**config.mk**
```make
export PLATFORM = sky130hd
export DESIGN_NAME = pio_config
export DESIGN_NICKNAME = d
export VERILOG_FILES = /design/src/inc/pio_pkg.sv /design/src/design/pio_reset_sync.sv /design/src/design/pio_config.sv
export VERILOG_INCLUDE_DIRS = /design/src /design/src/inc
export SDC_FILE = /design/constraint.sdc
export NUM_CORES = 1
export LEC_CHECK = 0
export BUFFER_PORTS_ARGS = -buffer_cell sky130_fd_sc_hd__buf_2
export CAP_MARGIN = 40
export CORE_UTILIZATION = 30
export CTS_BUF_LIST = sky130_fd_sc_hd__clkbuf_8 sky130_fd_sc_hd__clkbuf_16
export DETAILED_ROUTE_END_ITERATION = 16
export GPL_TIMING_DRIVEN = 0
export HOLD_SLACK_MARGIN = 0.1
export SLEW_MARGIN = 0
export SYNTH_ARGS = -nofsm -noshare
export SYNTH_HDL_FRONTEND = slang
export SYNTH_SLANG_ARGS = --single-unit
```
**constraint.sdc**
```tcl
create_clock -name pclk -period 2 [get_ports pclk]
set_input_delay 0.3 -clock pclk [delete_from_list [all_inputs] [get_ports pclk]]
set_output_delay 0.3 -clock pclk [all_outputs]
set_load 0.01 [all_outputs]
```
**src/inc/pio_defines.svh**
```systemverilog
// constants of the programmable pin configuration block
`ifndef PIO_DEFINES_SVH
`define PIO_DEFINES_SVH

// ***************************************************************
// register byte offsets
// ***************************************************************
`define PIO_OFS_MODE      12'h000
`define PIO_OFS_DIR       12'h004
`define PIO_OFS_PULL      12'h008
`define PIO_OFS_DOUT      12'h00C
`define PIO_OFS_PIN_IN    12'h010
`define PIO_OFS_LOWER_SEL 12'h014
`define PIO_OFS_UPPER_SEL 12'h018
`define PIO_OFS_STATUS    12'h01C

// ***************************************************************
// field positions
// ***************************************************************
`define PIO_DA_BIT        7
`define PIO_ST_STRAP_LOW  0
`define PIO_ST_SHORT_RST  1
`define PIO_ST_RUNNING    2

// ***************************************************************
// reset values, fixed pin masks and restart address
// ***************************************************************
`define PIO_MODE_RST      32'hFFFF_FC0F
`define PIO_DIR_RST       32'h0000_0000
`define PIO_PULL_RST      32'hFF3F_FBBD
`define PIO_DOUT_RST      32'h0000_0000
`define PIO_SEL_RST       16'h0000
`define PIO_PULLUP_ONLY   32'h0000_03B0
`define PIO_PULLDN_ONLY   32'h0000_0040
`define PIO_STRAP_LOCK    32'h2400_0000
`define PIO_RESTART_ADDR  20'hFFFF0

// ***************************************************************
// timing
// ***************************************************************
`define PIO_CLK_PERIOD_NS 40
`define PIO_RESET_MIN_NS  1000000
`define PIO_RESET_MIN_CYC (`PIO_RESET_MIN_NS / `PIO_CLK_PERIOD_NS)
`define PIO_STRAP_XTAL    3
`define PIO_STRAP_CYC     (`PIO_STRAP_XTAL)
`define PIO_FETCH_HALVES  13
`define PIO_FETCH_CYC     ((`PIO_FETCH_HALVES + 1) / 2)

`endif

```
**src/inc/pio_pkg.sv**
```systemverilog
// types of the programmable pin configuration block
package pio_pkg;

  // *************************************************************
  // sequencer states
  // *************************************************************
  typedef enum logic [3:0] {
    PIO_ST_HOLD  = 4'h1,
    PIO_ST_STRAP = 4'h2,
    PIO_ST_FETCH = 4'h4,
    PIO_ST_RUN   = 4'h8
  } pio_fsm_t;

  // *************************************************************
  // state of the synchroniser
  // *************************************************************
  typedef struct packed {
    logic meta;
    logic sync;
  } pio_sync_t;

  // *************************************************************
  // state of the main block
  // *************************************************************
  typedef struct packed {
    pio_fsm_t    fsm;
    logic [3:0]  cnt;
    logic [15:0] low_cnt;
    logic        strap_low;
    logic        short_rst;
    logic        fetch_start;
    logic [31:0] mode;
    logic [31:0] dir;
    logic [31:0] pull;
    logic [31:0] dout;
    logic [15:0] lsel;
    logic [15:0] usel;
    logic [31:0] prdata;
    logic        pslverr;
    logic [31:0] pin_out;
    logic [31:0] pin_oe;
    logic [31:0] pu;
    logic [31:0] pd;
    logic [31:0] func_in;
    logic [1:0]  addr_off;
  } pio_state_t;

endpackage : pio_pkg

```
**src/design/pio_reset_sync.sv**
```systemverilog
// reset input synchroniser of the pin configuration block
`timescale 1ns/1ps
`default_nettype none

module pio_reset_sync (
  input  wire logic pclk,
  input  wire logic presetn,
  input  wire logic reset_input_n,
  output var  logic reset_sync_n
);

  pio_pkg::pio_sync_t s;
  pio_pkg::pio_sync_t next_s;
  logic               arst_n;

  // assertion is immediate, release is clocked
  assign arst_n = presetn & reset_input_n;

  always_comb begin
    next_s.meta = 1'b1;
    next_s.sync = s.meta;
  end

  always_ff @(posedge pclk or negedge arst_n) begin
    if (!arst_n) begin
      s <= '0;
    end else begin
      s <= next_s;
    end
  end

  assign reset_sync_n = s.sync;

endmodule : pio_reset_sync

`default_nettype wire

```
**src/design/pio_config.sv**
```systemverilog
// programmable pin configuration with strap and reset sequencing
//
// Our own choices: the register offsets and the APB register port.
`timescale 1ns/1ps
`default_nettype none
`include "pio_defines.svh"

module pio_config #(
  parameter int unsigned RESET_MIN_CYCLES = `PIO_RESET_MIN_CYC
) (
  // ***************************************************************
  // register bus
  // ***************************************************************
  input  wire logic        pclk,
  input  wire logic        presetn,
  input  wire logic [11:0] paddr,
  input  wire logic        psel,
  input  wire logic        penable,
  input  wire logic        pwrite,
  input  wire logic [31:0] pwdata,
  output var  logic [31:0] prdata,
  output var  logic        pready,
  output var  logic        pslverr,
  // ***************************************************************
  // reset input and strap
  // ***************************************************************
  input  wire logic        reset_input_n,
  input  wire logic        address_enable_strap,
  // ***************************************************************
  // pads
  // ***************************************************************
  input  wire logic [31:0] pin_in,
  output var  logic [31:0] pin_out,
  output var  logic [31:0] pin_oe,
  output var  logic [31:0] pull_up_en,
  output var  logic [31:0] pull_dn_en,
  // ***************************************************************
  // peripheral side
  // ***************************************************************
  input  wire logic [31:0] func_out,
  input  wire logic [31:0] func_oe,
  output var  logic [31:0] func_in,
  // ***************************************************************
  // start-up sequencing
  // ***************************************************************
  output var  logic        internal_reset_n,
  output var  logic        fetch_start,
  output var  logic [19:0] restart_address,
  output var  logic        lower_addr_off,
  output var  logic        upper_addr_off
);

  // ***************************************************************
  // helpers
  // ***************************************************************
  function automatic logic addr_known(input logic [11:0] a);
    unique case (a)
      `PIO_OFS_MODE,
      `PIO_OFS_DIR,
      `PIO_OFS_PULL,
      `PIO_OFS_DOUT,
      `PIO_OFS_PIN_IN,
      `PIO_OFS_LOWER_SEL,
      `PIO_OFS_UPPER_SEL,
      `PIO_OFS_STATUS: addr_known = 1'b1;
      default:         addr_known = 1'b0;
    endcase
  endfunction : addr_known

  // ***************************************************************
  // field rules
  // ***************************************************************
  // fixed-pull pins hold their only legal setting
  function automatic logic [31:0] fix_pull(input logic [31:0] p);
    fix_pull = (p | `PIO_PULLUP_ONLY) & ~`PIO_PULLDN_ONLY;
  endfunction : fix_pull

  // locked pins never become general pins
  function automatic logic [31:0] lock_mode(input logic [31:0] m,
                                            input logic        lk);
    lock_mode = lk ? (m & ~`PIO_STRAP_LOCK) : m;
  endfunction : lock_mode

  // disable-address bit is void when the strap was low
  function automatic logic [15:0] sel_write(input logic [15:0] w,
                                            input logic [15:0] old,
                                            input logic        lk);
    logic [15:0] r;
    r = w;
    if (lk) begin
      r[`PIO_DA_BIT] = old[`PIO_DA_BIT];
    end
    sel_write = r;
  endfunction : sel_write

  // general pins drive from the settings, others from the peripheral
  function automatic logic [31:0] drive_sel(input logic [31:0] g,
                                            input logic [31:0] own,
                                            input logic [31:0] periph);
    drive_sel = (g & own) | (~g & periph);
  endfunction : drive_sel

  // pulls only on general inputs; fixed-pull pins keep their one pull
  function automatic logic [31:0] pull_up_of(input logic [31:0] in_pins,
                                             input logic [31:0] p);
    pull_up_of = in_pins & (`PIO_PULLUP_ONLY
                 | (~`PIO_PULLDN_ONLY & p));
  endfunction : pull_up_of

  function automatic logic [31:0] pull_dn_of(input logic [31:0] in_pins,
                                             input logic [31:0] p);
    pull_dn_of = in_pins & (`PIO_PULLDN_ONLY
                 | (~`PIO_PULLUP_ONLY & ~p));
  endfunction : pull_dn_of

  function automatic logic [31:0] status_word(input logic strap_low,
                                              input logic short_rst,
                                              input logic running);
    logic [31:0] w;
    w                    = 32'h0000_0000;
    w[`PIO_ST_STRAP_LOW] = strap_low;
    w[`PIO_ST_SHORT_RST] = short_rst;
    w[`PIO_ST_RUNNING]   = running;
    status_word = w;
  endfunction : status_word

  // saturating, so a long reset never wraps to look short
  function automatic logic [15:0] sat_inc16(input logic [15:0] v);
    sat_inc16 = (v == 16'hFFFF) ? v : v + 16'h0001;
  endfunction : sat_inc16

  // ***************************************************************
  // reset input synchroniser
  // ***************************************************************
  logic rst_sync_n;

  pio_reset_sync u_reset_sync (
    .pclk          (pclk),
    .presetn       (presetn),
    .reset_input_n (reset_input_n),
    .reset_sync_n  (rst_sync_n)
  );

  // ***************************************************************
  // state
  // ***************************************************************
  pio_pkg::pio_state_t s;
  pio_pkg::pio_state_t next_s;
  logic [31:0]         gp;
  logic [31:0]         gp_in;
  logic                acc_wr;
  logic                setup;
  logic [31:0]         rd_word;
  logic [31:0]         status;

  assign gp    = lock_mode(s.mode, s.strap_low);
  assign gp_in = gp & ~s.dir;
  assign setup = psel & ~penable;
  assign acc_wr = psel & penable & pwrite & addr_known(paddr)
                  & (s.fsm != pio_pkg::PIO_ST_HOLD);

  assign status = status_word(s.strap_low, s.short_rst,
                              s.fsm == pio_pkg::PIO_ST_RUN);

  always_comb begin
    unique case (paddr)
      `PIO_OFS_MODE:      rd_word = s.mode;
      `PIO_OFS_DIR:       rd_word = s.dir;
      `PIO_OFS_PULL:      rd_word = s.pull;
      `PIO_OFS_DOUT:      rd_word = s.dout;
      `PIO_OFS_PIN_IN:    rd_word = pin_in;
      `PIO_OFS_LOWER_SEL: rd_word = {16'h0000, s.lsel};
      `PIO_OFS_UPPER_SEL: rd_word = {16'h0000, s.usel};
      `PIO_OFS_STATUS:    rd_word = status;
      default:            rd_word = 32'h0000_0000;
    endcase
  end

  // ***************************************************************
  // next state
  // ***************************************************************
  always_comb begin
    next_s             = s;
    next_s.fetch_start = 1'b0;

    // ***********************************************************
    // sequencer after the reset input is released
    // ***********************************************************
    unique case (s.fsm)
      pio_pkg::PIO_ST_HOLD: begin
        next_s.fsm       = pio_pkg::PIO_ST_STRAP;
        next_s.cnt       = 4'h1;
        next_s.short_rst = (s.low_cnt < 16'(RESET_MIN_CYCLES));
      end
      pio_pkg::PIO_ST_STRAP: begin
        next_s.cnt = s.cnt + 4'h1;
        if (s.cnt == 4'(`PIO_STRAP_CYC - 1)) begin
          next_s.strap_low = ~address_enable_strap;
          next_s.mode = lock_mode(s.mode, ~address_enable_strap);
          if (!address_enable_strap) begin
            next_s.lsel[`PIO_DA_BIT] = 1'b0;
            next_s.usel[`PIO_DA_BIT] = 1'b0;
          end
          next_s.fsm = pio_pkg::PIO_ST_FETCH;
        end
      end
      pio_pkg::PIO_ST_FETCH: begin
        next_s.cnt = s.cnt + 4'h1;
        if (s.cnt == 4'(`PIO_FETCH_CYC - 1)) begin
          next_s.fetch_start = 1'b1;
          next_s.fsm         = pio_pkg::PIO_ST_RUN;
        end
      end
      pio_pkg::PIO_ST_RUN: begin
        next_s.cnt = s.cnt;
      end
      default: begin
        next_s.fsm = pio_pkg::PIO_ST_HOLD;
      end
    endcase

    // ***********************************************************
    // register writes take effect at the access edge
    // ***********************************************************
    if (acc_wr) begin
      unique case (paddr)
        `PIO_OFS_MODE: begin
          next_s.mode = lock_mode(pwdata, s.strap_low);
        end
        `PIO_OFS_DIR: begin
          next_s.dir = pwdata;
        end
        `PIO_OFS_PULL: begin
          next_s.pull = fix_pull(pwdata);
        end
        `PIO_OFS_DOUT: begin
          next_s.dout = pwdata;
        end
        `PIO_OFS_LOWER_SEL: begin
          next_s.lsel = sel_write(pwdata[15:0], s.lsel, s.strap_low);
        end
        `PIO_OFS_UPPER_SEL: begin
          next_s.usel = sel_write(pwdata[15:0], s.usel, s.strap_low);
        end
        default: begin
          next_s.dout = s.dout;
        end
      endcase
    end

    // ***********************************************************
    // read data settles in setup so the access needs no wait
    // ***********************************************************
    if (setup) begin
      next_s.prdata  = rd_word;
      next_s.pslverr = ~addr_known(paddr);
    end else if (!psel) begin
      next_s.pslverr = 1'b0;
    end

    // ***********************************************************
    // pad drive
    // ***********************************************************
    next_s.pin_oe  = drive_sel(gp, s.dir, func_oe);
    next_s.pin_out = drive_sel(gp, s.dout, func_out);
    next_s.pu      = pull_up_of(gp_in, s.pull);
    next_s.pd      = pull_dn_of(gp_in, s.pull);
    // a general pin feeds its peripheral low, so ready reads inactive
    next_s.func_in  = ~gp & pin_in;
    next_s.addr_off = {~s.strap_low & s.usel[`PIO_DA_BIT],
                       ~s.strap_low & s.lsel[`PIO_DA_BIT]};

    // ***********************************************************
    // reset input low: abort and clear, keep only strap and length
    // ***********************************************************
    if (!rst_sync_n) begin
      next_s.fsm         = pio_pkg::PIO_ST_HOLD;
      next_s.cnt         = 4'h0;
      next_s.fetch_start = 1'b0;
      next_s.mode        = `PIO_MODE_RST;
      next_s.dir         = `PIO_DIR_RST;
      next_s.pull        = `PIO_PULL_RST;
      next_s.dout        = `PIO_DOUT_RST;
      next_s.lsel        = `PIO_SEL_RST;
      next_s.usel        = `PIO_SEL_RST;
      if (s.fsm != pio_pkg::PIO_ST_HOLD) begin
        next_s.low_cnt = 16'h0001;
      end else begin
        next_s.low_cnt = sat_inc16(s.low_cnt);
      end
    end
  end

  // ***************************************************************
  // registers
  // ***************************************************************
  always_ff @(posedge pclk or negedge presetn) begin
    if (!presetn) begin
      s           <= '0;
      s.fsm       <= pio_pkg::PIO_ST_HOLD;
      s.mode      <= `PIO_MODE_RST;
      s.dir       <= `PIO_DIR_RST;
      s.pull      <= `PIO_PULL_RST;
      s.dout      <= `PIO_DOUT_RST;
      s.lsel      <= `PIO_SEL_RST;
      s.usel      <= `PIO_SEL_RST;
      s.pu        <= `PIO_MODE_RST & `PIO_PULL_RST;
      s.pd        <= `PIO_MODE_RST & ~`PIO_PULL_RST;
    end else begin
      s <= next_s;
    end
  end

  // ***************************************************************
  // outputs
  // ***************************************************************
  assign prdata           = s.prdata;
  assign pready           = 1'b1;
  assign pslverr          = s.pslverr & psel & penable;
  assign pin_out          = s.pin_out;
  assign pin_oe           = s.pin_oe;
  assign pull_up_en       = s.pu;
  assign pull_dn_en       = s.pd;
  assign func_in          = s.func_in;
  assign internal_reset_n = rst_sync_n;
  assign fetch_start      = s.fetch_start;
  assign restart_address  = `PIO_RESTART_ADDR;
  assign lower_addr_off   = s.addr_off[0];
  assign upper_addr_off   = s.addr_off[1];

endmodule : pio_config

`default_nettype wire

```
* Yosys cells after proc, flatten, opt, wreduce, memory -nomap -nowiden
Memories as Yosys holds them, arrays and structs flattened.
Index checks and enable logic that the tools add are counted.
** Word-level totals
- Register bits after elaboration :: 384
- Bits in read-only memories :: 64
- Output and inout bits :: 218
- Logic and storage cells :: 132
- Memories kept :: 2
** Cells by class
- Add/sub/neg operators :: 2
- $lt $le $gt $ge :: 1
- Equal/unequal tests :: 29
- Muxes and demuxes :: 35
- Bitwise operators :: 28
- Reductions and logical operators :: 11
** Memories
- (no name shown) :: depth 32, width 1, rd ports 1, clocked after memory_dff 0, write ports 0, RTL line pio_config.sv:57 : unique case (a)
- (no name shown) :: depth 32, width 1, rd ports 1, clocked after memory_dff 0, write ports 0, RTL line pio_config.sv:57
** Operator list (count)
- 32-bit AND :: 8
- 32-bit case mux with 8 select lines :: 1
- 161-bit 2-to-1 mux :: 1
- 160-bit 2-to-1 mux :: 1
- 30-bit 2-to-1 mux :: 5
- 32-bit 2-to-1 mux :: 4
- 32-bit inverter :: 3
- 16-bit 2-to-1 mux :: 4
- 32-bit OR :: 2
- 12-bit by 5-bit equality test with 1-bit output, second input constant :: 4
- 12-bit by 4-bit equality test with 1-bit output, second input constant :: 2
- 24-bit 2-to-1 mux :: 1
- 16-bit by 1-bit adder with 16-bit output, second input constant :: 1
- 16-bit equality test, second input constant :: 1
- 16-bit by 15-bit less-than comparator with 1-bit output, second input constant :: 1
- 2-bit != test, second input constant :: 8
- 4-bit case mux with 4 select lines :: 1
- 1-bit 2-to-1 mux :: 14
- 2-bit AND reduction :: 7
- 12-bit by 3-bit equality test with 1-bit output, second input constant :: 1
- 12-bit logical NOT :: 1
- 1-bit AND :: 10
- 3-bit != test, second input constant :: 3
- 4-bit by 2-bit equality test with 1-bit output, second input constant :: 2
- other kinds (13) :: 20

* Depth between registers and ports, before layout
- Depth in word-level cells :: 6
- Mapped depth :: 8

* Modules after synthesis
From an unflattened synthesis, not the netlist that was laid out.
** Second synthesis, totals
- Cell total of the unflattened synthesis :: 1642
- Area total of the unflattened synthesis :: 18076.1 µm²
** Modules (own cells, without submodules)
- pio_config :: instances 1, cells an instance 1638, area an instance 18016.0 µm², seq. area each 9379.0 µm²
- pio_reset_sync :: instances 1, cells an instance 4, area an instance 60.1 µm², seq. area each 50.0 µm²

* Worst setup path after synthesis
No wires, ideal clock.
- Path kind :: register to register
- From :: register u_reset_sync.s (netlist bit u_reset_sync.reset_sync_n)
- To :: register s[373] (netlist bit)
- Library setup time :: 79 ps
- Data arrival time :: 1965 ps
- Required time :: 1921 ps
- Setup slack :: -44 ps
- Cell stages (with the launch flop) :: 7
- Buffers on the path :: 2
- Clock period less this slack :: 2044 ps
- Path through :: dfrtp_1 -> clkbuf_1 -> nand4b_1 -> or3_1 -> clkbuf_1 -> a2111oi_0 -> mux2i_1
** On the way
- Word-level cells in the longest chain between the ends :: 2
** RTL lines
- start, declared :: RTL line pio_reset_sync.sv:12 : pio_pkg::pio_sync_t s;
- start signal, assigned :: RTL line pio_reset_sync.sv:28 : s <= next_s;
- 1-bit inverter (no line)
- 2-bit AND reduction (no line)
- end signal, assigned :: RTL line pio_config.sv:310 : s <= next_s;
- end, declared :: RTL line pio_config.sv:147 : pio_pkg::pio_state_t s;
No other way between the ends.
A chain may end at the register's enable or synchronous reset.

* Worst setup path in the final report
- From :: register s[380] (netlist bit)
- To :: register s[218] (netlist bit)
** On the way
- Word-level cells in the longest chain between the ends :: 5
** RTL lines
- 4-bit by 2-bit equality test with 1-bit output :: RTL line pio_config.sv:189 : unique case (s.fsm)
- 1-bit 2-to-1 mux :: RTL line pio_config.sv:189
- 16-bit 2-to-1 mux :: RTL line pio_config.sv:226 : unique case (paddr)
- 160-bit 2-to-1 mux :: RTL line pio_config.sv:225 : if (acc_wr) begin
- 161-bit 2-to-1 mux :: RTL line pio_config.sv:276 : if (!rst_sync_n) begin
Parallel ways exist; a longest one is shown, timed or not. The select of a mux whose other input is x is not followed.

==> run summary <==
Iter 0 DRT Violations: 1277
Top cells by count, synth: dfrtp_1 (297), buf_4 (217), mux2i_1 (121), nand2_1 (116), mux2_2 (78)
I/O Buffers: 336
Htree depth: 2
Final setup margin: 0.05563 ns
Synth warn: 0
Crit share post-route: 0.9722
Core area: 60360 sq um
# fillers: 5874
Seq/Total Area, Yosys: 0.5141
Yosys reg bits: 373
Area Overhead vs Synth: 34.04%
Period minus WS final: 1.944 ns
Worst Path Arrival: 2.41 ns
Largest net degree at the start of global routing: 112
Worst skew pair latency: 0.58 ns
Final GP Congestion: 0.8968
Top FF cell, synth: dfrtp_1
Setup TNS: 0 ns
Die Y-Extent: 249.3 microns
Syn Inst Count: 1661
CTS tree: built
Synth cell types: 72
Antenna violations before repair: 5
Final Setup Violations: 0
Critical path data required time: 2.46 ns
Max Cap Viol: 0
Worst Tran Pin Value: 0.8762 ns
Relative slew slack: 0.4114
Startpoint Class: flip-flop
Initial Util: 0.3039
Top-area cell type share of the netlist area: 0.4052
Clock Skew: 0.01728 ns
FF-to-FF Start: s[380]
DR WL/cell: 22.38 microns
Antenna viol nets, final: 0
Remaining DRCs: 0
Static Leak: 11.98 nW
Post-DP HPWL: 49.77 mm
Die footprint: 62130 sq um
Fin. Hold Viols: 0
Rows: 90
Root Buffer Master: clkbuf_16
Status: finished clean
Routed wire length: 68.32 mm
Hold crit path type: input port to asynchronous set/reset pin
Peak supply drop: 0.4986 mV
Final Core Density: 0.4073
Ranking of synthesized cells by area: dfrtp_1 (41%), dfstp_2 (11%), buf_4 (8.9%), mux2i_1 (6.6%), mux2_2 (4.8%)
Area leader, netlist: dfrtp_1
Max Clk Rate: 514.3 MHz
DRT Pass-1 Iters: 5
CP Capture Type: flip-flop
Total CTS buffers: 45
Final Max Slew Viols: 0
Avg Inst Size Synth: 11.04 sq um
Cell Pwr Density: 724.7 nW/um^2
Post-synthesis async set-or-reset flop share: 1.000
Vias in the first global route: 15490
Most numerous cell in the Yosys netlist: dfrtp_1
Clock slew at reported path FFs: 0.06 ns
Kind of critical path: flip-flop to flip-flop
EDFF count, synth: 0
Cell Area, Synth: 18340 sq um
Cells after DPL: 2822
Die width: 249.3 microns
Total GRT Usage: 0.2178
First-pass GRT wire length: 101.4 mm
Worst reg2reg setup slack: 0.06 ns
Vias/cell: 5.011
Clk buf depth: 3
Nets: 2381
Share of cells above drive strength 1: 0.4032
I/O pin count: 365
Layout Cells excl Fill: 3053
TritonCTS Sinks: 373
R2R Path End: s[218]
Cell count of the worst reg-to-reg path: 5
Overflow after GRT: 0
DR vias: 15300
CP Max Fanout: 10
Hold_ws: 0.1442 ns
DP Worst Slack: -0.9696 ns
area by class of cell:
cell class / count / area [sq um] / area share
Clock inverter: 24 / 178.9 / 0.007278
Timing Repair Buffer: 501 / 3417 / 0.1390
Inverter: 15 / 57.56 / 0.002341
Sequential cell: 373 / 9432 / 0.3837
Buffer: 315 / 2200 / 0.08947
Clock buffer: 59 / 1319 / 0.05364
Tap cell: 782 / 978.4 / 0.03980
Multi-Input combinational cell: 980 / 6992 / 0.2844
Antenna cell: 4 / 10.01 / 0.0004072
worst max-delay path, cell delays in order, from the launching register on:
cell and delay, ns:
dfrtp_1 0.42, buf_6 0.16, or4b_4 0.53, or3_4 0.46
a31oi_1 0.17, o21ai_1 0.09
metrics by stage:
step           total power, mW  cell area (sq um)
2_1_floorplan            8.575              18440
3_3_place_gp             9.293              21100
3_5_place_dp             9.365              21340
4_1_cts                  17.93              24440
5_1_grt                  18.44              24580
6_report                 17.82              24580
per-layer routing:
layer,share of wire,track usage,up-vias
li1,-,-,6859
met1,0.43,0.2928,7680
met2,0.47,0.3539,642
met3,0.063,0.03678,116
met4,0.030,0.07372,2
met5,0.00025,0,-
worst max-delay path by stage:
stage | startpoint | end
after global placement | presetn | func_in[8]
after detailed placement | paddr[9] | prdata[18]
after floorplan | u_reset_sync.reset_sync_n | s[373]
after global routing | paddr[1] | prdata[18]
after CTS | s[378] | s[269]
final | s[380] | s[218]
power by group:
group | switching, mW | internal [mW] | total, mW | leakage [nW]
logic | 1.04 | 0.744 | 1.79 | 6.34
clock network | 3.38 | 4.89 | 8.27 | 0.777
registers | 0.0954 | 7.66 | 7.76 | 4.87
cells in the final DEF, fill, tap and decap left out, drive strengths merged, types with 6 or more instances in the layout:
cell type and count:
dlygate4sd3 131, a22oi 8, conb 28, nand2b 7, dfstp 76, clkinv 9
buf 624, o21ai 74, and3b 27, and2 11, clkbuf 120, inv 26
o31a 25, nor4 12, dfrtp 297, o21bai 8, nor2b 40, nand2 116
o31ai 13, and3 14, mux2 78, a32oi 16, a31oi 16, a22o 18
o22ai 6, nand3 54, mux2i 121, o2bb2ai 9, a21oi 46, a221oi 6
nor2 67, nor3 18, nand4 45, a211oi 8, nor3b 26, or4 7
or3 6
timing repair:
item | 4_1_cts | 5_1_grt
setup buffers | 12 | 4
hold buffers | 131 | 0
endpoints found under the hold margin | 304 | 0
pin swaps | 7 | 3
endpoints found under the setup margin | 203 | 206
gates resized for setup | 57 | 49
gates cloned | 1 | 0
flip-flops by register name, indices dropped and copies added (netlist names), 27 cells and up:
register    count
pin_out        32
pull_dn_en     27
pin_oe         32
s             182
prdata         32
pull_up_en     31
func_in        32
kinds of logic after synthesis:
logic type / count (synthesis) / share of synthesized area
other: 2 / 0.0004095
buffers and inverters: 334 / 0.1165
AO/OA/AOI/OAI: 270 / 0.09940
AND/OR/NAND/NOR: 472 / 0.1460
flip-flops: 373 / 0.5141
XOR/XNOR: 3 / 0.001433
multiplexers: 204 / 0.1201
adder cells (fa/ha/maj): 3 / 0.002047
No activity file was read; power rests on OpenSTA's default activity.
